## src/hw/paged_addr_defs.vh

```
`ifndef PAGED_ADDR_DEFS_VH
`define PAGED_ADDR_DEFS_VH

// ****************************************
// Register map, byte addresses.
// ****************************************
`define REG_READ_PAGE 8'h00
`define REG_WRITE_PAGE 8'h04
`define REG_STATUS 8'h08
`define REG_MASK 8'h0c
`define REG_LAST_ADDR 8'h10
`define REG_TRAP_EA 8'h14

// ****************************************
// Widths and reset values.
// ****************************************
`define READ_PAGE_W 10
`define WRITE_PAGE_W 9
`define READ_PAGE_RESET 10'h001
`define WRITE_PAGE_RESET 9'h001
`define EXT_ADDR_W 24

// ****************************************
// Status and mask bit positions.
// ****************************************
`define ST_TRAP 0
`define ST_PSV 1
`define ST_W 2

// ****************************************
// Address modification modes.
// ****************************************
`define MODE_PLAIN 3'h0
`define MODE_PRE_INC 3'h1
`define MODE_PRE_DEC 3'h2
`define MODE_POST_INC 3'h3
`define MODE_POST_DEC 3'h4

`endif

```

## src/hw/ahb_lite_slave_if.v

```verilog
`timescale 1ns/1ps
module ahb_lite_slave_if (
  // Clock and reset.
  input wire hclk,
  input wire hresetn,
  // AHB-Lite slave side.
  input wire hsel,
  input wire [7:0] haddr,
  input wire [1:0] htrans,
  input wire hwrite,
  input wire [2:0] hsize,
  input wire hready,
  output wire hreadyout,
  output wire hresp,
  // Register file side.
  output wire rd_en,
  output wire [7:0] rd_addr,
  output reg wr_en,
  output reg [7:0] wr_addr
);

  wire take;

  // Every transfer completes with no wait state and an OKAY response.
  assign hreadyout = 1'b1;
  assign hresp = 1'b0;
  assign take = hsel & hready & htrans[1];
  assign rd_en = take & ~hwrite;
  assign rd_addr = {haddr[7:2], 2'b00};

  // Writes are held over to the data phase, where hwdata stands.
  always @(posedge hclk or negedge hresetn) begin
    if (!hresetn) begin
      wr_en <= 1'b0;
      wr_addr <= 8'h00;
    end else begin
      wr_en <= take & hwrite & (hsize == 3'b010);
      wr_addr <= {haddr[7:2], 2'b00};
    end
  end
endmodule

```

## src/hw/ea_modifier.v

```verilog
`timescale 1ns/1ps
module ea_modifier (
  // Pointer and mode from the load/store unit.
  input wire [15:0] base,
  input wire [2:0] mode,
  input wire word,
  // Address used by the access and the written-back pointer.
  output reg [15:0] ea,
  output reg [15:0] updated
);
`include "paged_addr_defs.vh"

  wire [15:0] step;
  wire [15:0] inc;
  wire [15:0] dec;

  // Word moves step by two bytes, byte moves by one.
  assign step = word ? 16'h0002 : 16'h0001;
  assign inc = base + step;
  assign dec = base - step;

  // Pre-modes address the modified pointer; post-modes address the old one.
  always @* begin
    ea = base;
    updated = base;
    case (mode)
      `MODE_PRE_INC: begin
        ea = inc;
        updated = inc;
      end
      `MODE_PRE_DEC: begin
        ea = dec;
        updated = dec;
      end
      `MODE_POST_INC: updated = inc;
      `MODE_POST_DEC: updated = dec;
      default: begin
        ea = base;
        updated = base;
      end
    endcase
  end
endmodule

```

## src/hw/paged_data_space_address_gen.v

```verilog
`timescale 1ns/1ps
module paged_data_space_address_gen (
  // Clock and reset.
  input wire hclk,
  input wire hresetn,
  // AHB-Lite register port.
  input wire hsel,
  input wire [7:0] haddr,
  input wire [1:0] htrans,
  input wire hwrite,
  input wire [2:0] hsize,
  input wire hready,
  input wire [31:0] hwdata,
  output wire hreadyout,
  output wire hresp,
  output reg [31:0] hrdata,
  // Load/store request from the core.
  input wire acc_valid,
  input wire acc_write,
  input wire acc_word,
  input wire [2:0] acc_mode,
  input wire [15:0] acc_base,
  // Translated access towards data memory.
  output reg mem_valid,
  output reg mem_write,
  output reg [23:0] mem_addr,
  output reg ptr_valid,
  output reg [15:0] ptr_update,
  // Hand-off to program space visibility.
  output reg psv_valid,
  output reg [23:0] psv_addr,
  // Trap and interrupt.
  output reg addr_error_trap,
  output wire irq
);
`include "paged_addr_defs.vh"

  // ****************************************
  // Declarations.
  // ****************************************
  reg [`READ_PAGE_W-1:0] data_read_page;
  reg [`WRITE_PAGE_W-1:0] data_write_page;
  reg [`ST_W-1:0] status;
  reg [`ST_W-1:0] mask;
  reg [23:0] last_addr;
  reg [15:0] trap_ea;
  reg [`ST_W-1:0] next_status;
  reg [31:0] next_rdata;
  wire rd_en;
  wire [7:0] rd_addr;
  wire wr_en;
  wire [7:0] wr_addr;
  wire [15:0] ea;
  wire [15:0] updated;
  wire upper;
  wire rd_req;
  wire wr_req;
  wire read_trap;
  wire read_psv;
  wire read_eds;
  wire [23:0] read_ext;
  wire [23:0] write_ext;

  // Joins a 9-bit page over the low 15 address bits.
  function [23:0] paged;
    input [8:0] page;
    input [15:0] addr;
    begin
      paged = {page, addr[14:0]};
    end
  endfunction

  // ****************************************
  // Bus slave and address modifier.
  // ****************************************
  ahb_lite_slave_if u_bus (
    .hclk(hclk),
    .hresetn(hresetn),
    .hsel(hsel),
    .haddr(haddr),
    .htrans(htrans),
    .hwrite(hwrite),
    .hsize(hsize),
    .hready(hready),
    .hreadyout(hreadyout),
    .hresp(hresp),
    .rd_en(rd_en),
    .rd_addr(rd_addr),
    .wr_en(wr_en),
    .wr_addr(wr_addr)
  );

  // The modified address, not the raw pointer, feeds translation.
  ea_modifier u_mod (
    .base(acc_base),
    .mode(acc_mode),
    .word(acc_word),
    .ea(ea),
    .updated(updated)
  );

  // ****************************************
  // Translation decode.
  // ****************************************
  // Only the upper half of base data space is paged.
  assign upper = ea[15];
  assign rd_req = acc_valid & ~acc_write;
  assign wr_req = acc_valid & acc_write;
  // A paged read with a zero page never reaches memory.
  assign read_trap = rd_req & upper & (data_read_page == 10'h000);
  assign read_psv = rd_req & upper & data_read_page[9] & ~read_trap;
  assign read_eds = rd_req & upper & ~data_read_page[9] & ~read_trap;
  assign read_ext = paged(data_read_page[8:0], ea);
  assign write_ext = paged(data_write_page, ea);

  // ****************************************
  // Access outputs.
  // ****************************************
  // All access outputs are registered, one cycle after the request.
  always @(posedge hclk or negedge hresetn) begin
    if (!hresetn) begin
      mem_valid <= 1'b0;
      mem_write <= 1'b0;
      mem_addr <= 24'h000000;
      psv_valid <= 1'b0;
      psv_addr <= 24'h000000;
      addr_error_trap <= 1'b0;
      ptr_valid <= 1'b0;
      ptr_update <= 16'h0000;
    end else begin
      mem_valid <= wr_req | (rd_req & ~upper) | read_eds;
      mem_write <= wr_req;
      psv_valid <= read_psv;
      psv_addr <= read_ext;
      addr_error_trap <= read_trap;
      // The pointer is written back even when the read traps.
      ptr_valid <= acc_valid;
      ptr_update <= updated;
      if (!upper) begin
        mem_addr <= {8'h00, ea};
      end else if (acc_write) begin
        mem_addr <= write_ext;
      end else begin
        mem_addr <= read_ext;
      end
    end
  end

  // ****************************************
  // Diagnostic capture.
  // ****************************************
  // Keeps the last translated address and the address that faulted.
  always @(posedge hclk or negedge hresetn) begin
    if (!hresetn) begin
      last_addr <= 24'h000000;
      trap_ea <= 16'h0000;
    end else begin
      if (wr_req) begin
        last_addr <= upper ? write_ext : {8'h00, ea};
      end else if (rd_req & ~read_trap) begin
        last_addr <= upper ? read_ext : {8'h00, ea};
      end
      if (read_trap) begin
        trap_ea <= ea;
      end
    end
  end

  // ****************************************
  // Page and mask registers.
  // ****************************************
  // Software sets both pages over the bus; narrower fields drop upper bits.
  always @(posedge hclk or negedge hresetn) begin
    if (!hresetn) begin
      data_read_page <= `READ_PAGE_RESET;
      data_write_page <= `WRITE_PAGE_RESET;
      mask <= {`ST_W{1'b0}};
    end else if (wr_en) begin
      if (wr_addr == `REG_READ_PAGE) begin
        data_read_page <= hwdata[`READ_PAGE_W-1:0];
      end
      if (wr_addr == `REG_WRITE_PAGE) begin
        data_write_page <= hwdata[`WRITE_PAGE_W-1:0];
      end
      if (wr_addr == `REG_MASK) begin
        mask <= hwdata[`ST_W-1:0];
      end
    end
  end

  // ****************************************
  // Sticky status and interrupt.
  // ****************************************
  // Writing a one clears a bit, but a new event in the same cycle wins.
  always @* begin
    next_status = status;
    if (wr_en && wr_addr == `REG_STATUS) begin
      next_status = status & ~hwdata[`ST_W-1:0];
    end
    if (read_trap) begin
      next_status[`ST_TRAP] = 1'b1;
    end
    if (read_psv) begin
      next_status[`ST_PSV] = 1'b1;
    end
  end

  always @(posedge hclk or negedge hresetn) begin
    if (!hresetn) begin
      status <= {`ST_W{1'b0}};
    end else begin
      status <= next_status;
    end
  end

  assign irq = |(status & mask);

  // ****************************************
  // Read data.
  // ****************************************
  // Read data is sampled in the address phase so it stands in the data phase.
  always @* begin
    next_rdata = 32'h00000000;
    case (rd_addr)
      `REG_READ_PAGE: next_rdata = {22'h000000, data_read_page};
      `REG_WRITE_PAGE: next_rdata = {23'h000000, data_write_page};
      `REG_STATUS: next_rdata = {30'h00000000, status};
      `REG_MASK: next_rdata = {30'h00000000, mask};
      `REG_LAST_ADDR: next_rdata = {8'h00, last_addr};
      `REG_TRAP_EA: next_rdata = {16'h0000, trap_ea};
      default: next_rdata = 32'h00000000;
    endcase
  end

  always @(posedge hclk or negedge hresetn) begin
    if (!hresetn) begin
      hrdata <= 32'h00000000;
    end else if (rd_en) begin
      hrdata <= next_rdata;
    end
  end
endmodule

```

## config.mk

```make
export PLATFORM = sky130hd
export DESIGN_NAME = paged_data_space_address_gen
export DESIGN_NICKNAME = d
export VERILOG_FILES = /design/src/hw/ahb_lite_slave_if.v /design/src/hw/ea_modifier.v /design/src/hw/paged_data_space_address_gen.v
export VERILOG_INCLUDE_DIRS = /design/src /design/src/hw
export SDC_FILE = /design/constraint.sdc
export NUM_CORES = 1
export LEC_CHECK = 0
export ABC_AREA = 0
export BUFFER_PORTS_ARGS = -buffer_cell sky130_fd_sc_hd__buf_2
export CORE_MARGIN = 2
export CORE_UTILIZATION = 45
export CTS_BUF_LIST = sky130_fd_sc_hd__clkbuf_2
export DETAILED_ROUTE_END_ITERATION = 16
export MAX_ROUTING_LAYER = met4
export PLACE_DENSITY_LB_ADDON = 0.3
export SLEW_MARGIN = 20
export SYNTH_ARGS = -nofsm -noshare
export SYNTH_HDL_FRONTEND = slang
export SYNTH_SLANG_ARGS = --single-unit
```

## constraint.sdc

```tcl
create_clock -name hclk -period 3.6 [get_ports hclk]
set_clock_uncertainty 0.1 [all_clocks]
set_input_delay 0.54 -clock hclk [delete_from_list [all_inputs] [get_ports hclk]]
set_output_delay 0.54 -clock hclk [all_outputs]
set_load 0.005 [all_outputs]
```

==> results.cfg <==
[status]
status = completed

[setup_path]
worstPathArrival_ps = 3580
critical_path_class = input port to register
start_kind = input port
critPathRequiredTime_ps = 4140
cp_max_fo = 24
max_stage_delay_ps = 590
crit_path_end_kind = register
cp_top_family = simple AND/OR/NAND/NOR gates
path_cells = dlygate4sd3_1, buf_2, or4_4, nor4_4, nand3_2, mux2i_4, o41ai_4, buf_12, mux2_2
crit_slowest_cell = or4_4
path_buf_inv = 3

[timing]
finalSetupViolCount = 0
tightestPinTransition_ps = 904
hold_viol = 0
fin_setup_tns_ps = 0
fin_crit_ps = 3040
max_slew_margin_pct = 39.8
max_freq_ghz = 0.329
finalMaxSlewViolations = 0
period_share_pct = 84.4
rsz0062_at_grt = false

[floorplan]
io_pins = 176
die_h_um = 127
rows = 45
dieArea_mm2 = 0.0162
die-width_um = 127
core_mm2 = 0.0150
initial_core_util_pct = 45.6

[route]
wl_met2_mm = 8.48
drcViolationCount = 0
highest_layer = met4
met3_length_um = 977
drtIter0Drc = 272
m1WireLength_mm = 7.63
antenna_left = 0
vias = 5171
wl_per_cell_um = 18.3
routed_wl_mm = 17.4
first_pass_iters = 4
drt-vias-per-instance = 5.43

[global_route]
grt_pass1_wl_mm = 27.3
antenna_found_initial = 1
grt_pass1_vias = 5107
grt_max_degree = 98
grt_overflow = 0
track_usage_pct = 22.6

[clock_network]
post_cts_buffers = 0
cts_buffer_depth = 2
clock_latency_ps = 740
htreeDepth = 4
cts_buffers = 17
cts_tree = built
path_clk_slew_ps = 210
numClockSinks = 148
cts-root-buf = clkbuf_2

[finish]
multi_input_area_mm2 = 0.00273
area_growth_pct = 18.7
drive_above_1_share_pct = 33.2
nets = 829
regArea_mm2 = 0.00371
post-route-cell-area_mm2 = 0.00814
nFillCells = 1348
final_cells = 953

[place]
dpl_cell_area_mm2 = 0.00756
dp.cells = 884
hpwlAfterDp_mm = 12.1
place_congestion = 0.887
portBuffers = 140

[pwr]
vdd_drop_max_mv = 0.141
power_density_mw_per_mm2 = 378
p_leak_nw = 3.90

[synth]
synthTopCellsByArea = dfrtp_1 53%, mux2_2 6.1%, buf_4 3.5%
synth_common_cells = 146 x dfrtp_1, 57 x nand2_1, 37 x mux2_2, 34 x nor2_1, 34 x o21ai_0
synth_top_area_share_pct = 53.3
synthArstFlopShare_pct = 100
synth_edf_count = 0
syn_area_mm2 = 0.00686
avgSynthCellArea_um2 = 11.5
synth_warnings = 0
synth_seq_cells = 148
synth-main-ff-cell = dfrtp_1
synthDistinctLibCells = 74
synthCells = 596
yosysMostFrequentCell = dfrtp_1
synth_seq_area_share_pct = 54.1
synth.largest_area_cell = dfrtp_1

[min_path]
min_path_type = input port to register

[run]
drv_cap = 0
-- worst paths after layout --
check	from	to	slack (ps)	depth (start not counted)
min in group asynchronous	hresetn	u_bus.wr_addr[5]	320	2
setup / recovery	acc_base[4]	last_addr[10]	560	9
hold / removal	acc_base[1]	ptr_update[1]	100	3
hold reg to reg	data_read_page[0]	psv_addr[15]	350	0
setup reg to reg	data_read_page[7]	trap_ea[13]	1290	6
max in group asynchronous	hresetn	last_addr[13]	2290	3
-- flip-flops by register name, summed over array words and instances (netlist names), 2 cells and up --
register and count:
trap_ea 16, data_read_page 10, mem_addr 9, ptr_update 16, u_bus.wr_addr 6, hrdata 24
data_write_page 9, mask 2, last_addr 24, psv_addr 24, status 2
-- cell type report --
cell class              count  share of cell area [%]
diodes                      1                  0.0308
clock buffers              17                    1.05
clock inverters            15                    1.60
inverters                  16                   0.738
multi-input cells         379                    33.5
flip-flops and latches    148                    45.5
well taps                 188                    2.89
repair buffers            189                    14.6
-- stage by stage --
step / power [W] / util [%] / hold slack, ps / setup slack, ps
after floorplan: 0.00203 / - / 144 / 488
after global placement: 0.00218 / 50.3 / 324 / 336
after detailed placement: 0.00219 / 50.3 / 328 / 278
after CTS: 0.00311 / 54.1 / 16.0 / 654
after global routing: 0.00322 / 54.1 / 20.2 / 539
final: 0.00307 / 54.1 / 103 / 560
-- report_power, final --
group,switching (W),internal (W)
Combinational,0.000222,0.000180
Sequential,0.0000408,0.00174
Clock,0.000636,0.000251
Total,0.000898,0.00217
-- worst min-delay path, stage by stage --
cell and delay, ps:
buf_2 140, inv_1 100, o221ai_1 130
-- placed cells by master (no fill, tap or decap), types with 3 or more instances in the layout --
cell           synthesis  routed
o21ai_0               34      34
inv_1                 16      16
buf_2                  3     139
buf_4                 32      11
dfrtp_1              146     146
nor4_1                 8       8
nor2_1                34      34
a22oi_1                7       7
o22ai_1               15      15
nand3_1               11      11
nand4_1                3       3
inv_6                  0       4
a221oi_1               7       7
ha_1                   4       4
nor3_1                 9       9
mux2_2                37      37
nand2_1               57      57
mux2_4                13      13
conb_1                 2      10
clkinvlp_4             0       5
nand2b_1               5       5
dlygate4sd3_1          0      36
a21oi_1                6       6
clkinv_2               0       3
or2_2                  5       5
xor2_1                19      19
nor2b_1                4       4
xnor2_1                7       7
or3_1                  3       3
clkbuf_2               1      17
mux2i_1               21      21
and3_1                 6       6
and2_1                 3       3
-- cell families after synthesis --
family	share of synthesized area, %
fa+ha+maj	1.31
buf+inv	6.70
other cells	0.110
simple gates	12.2
xor+xnor	3.32
mux	12.3
compound gates	10.0
flops	54.1
-- layer usage --
| layer | track usage, % | up-vias |
|---|---|---|
| met3 | 4.86 | 26 |
| met4 | 7.24 | 0 |
| met5 | - | - |
| met1 | 29.6 | 2602 |
| li1 | - | 2377 |
| met2 | 35.3 | 166 |
-- timing repair --
| item | in CTS | in global routing |
|---|---|---|
| gates resized for setup | 0 | 0 |
| hold endpoints to repair | 148 | 0 |
| hold buffers | 36 | 0 |
| endpoints found under the setup margin | 0 | 0 |
No activity file was read; power rests on OpenSTA's default activity.
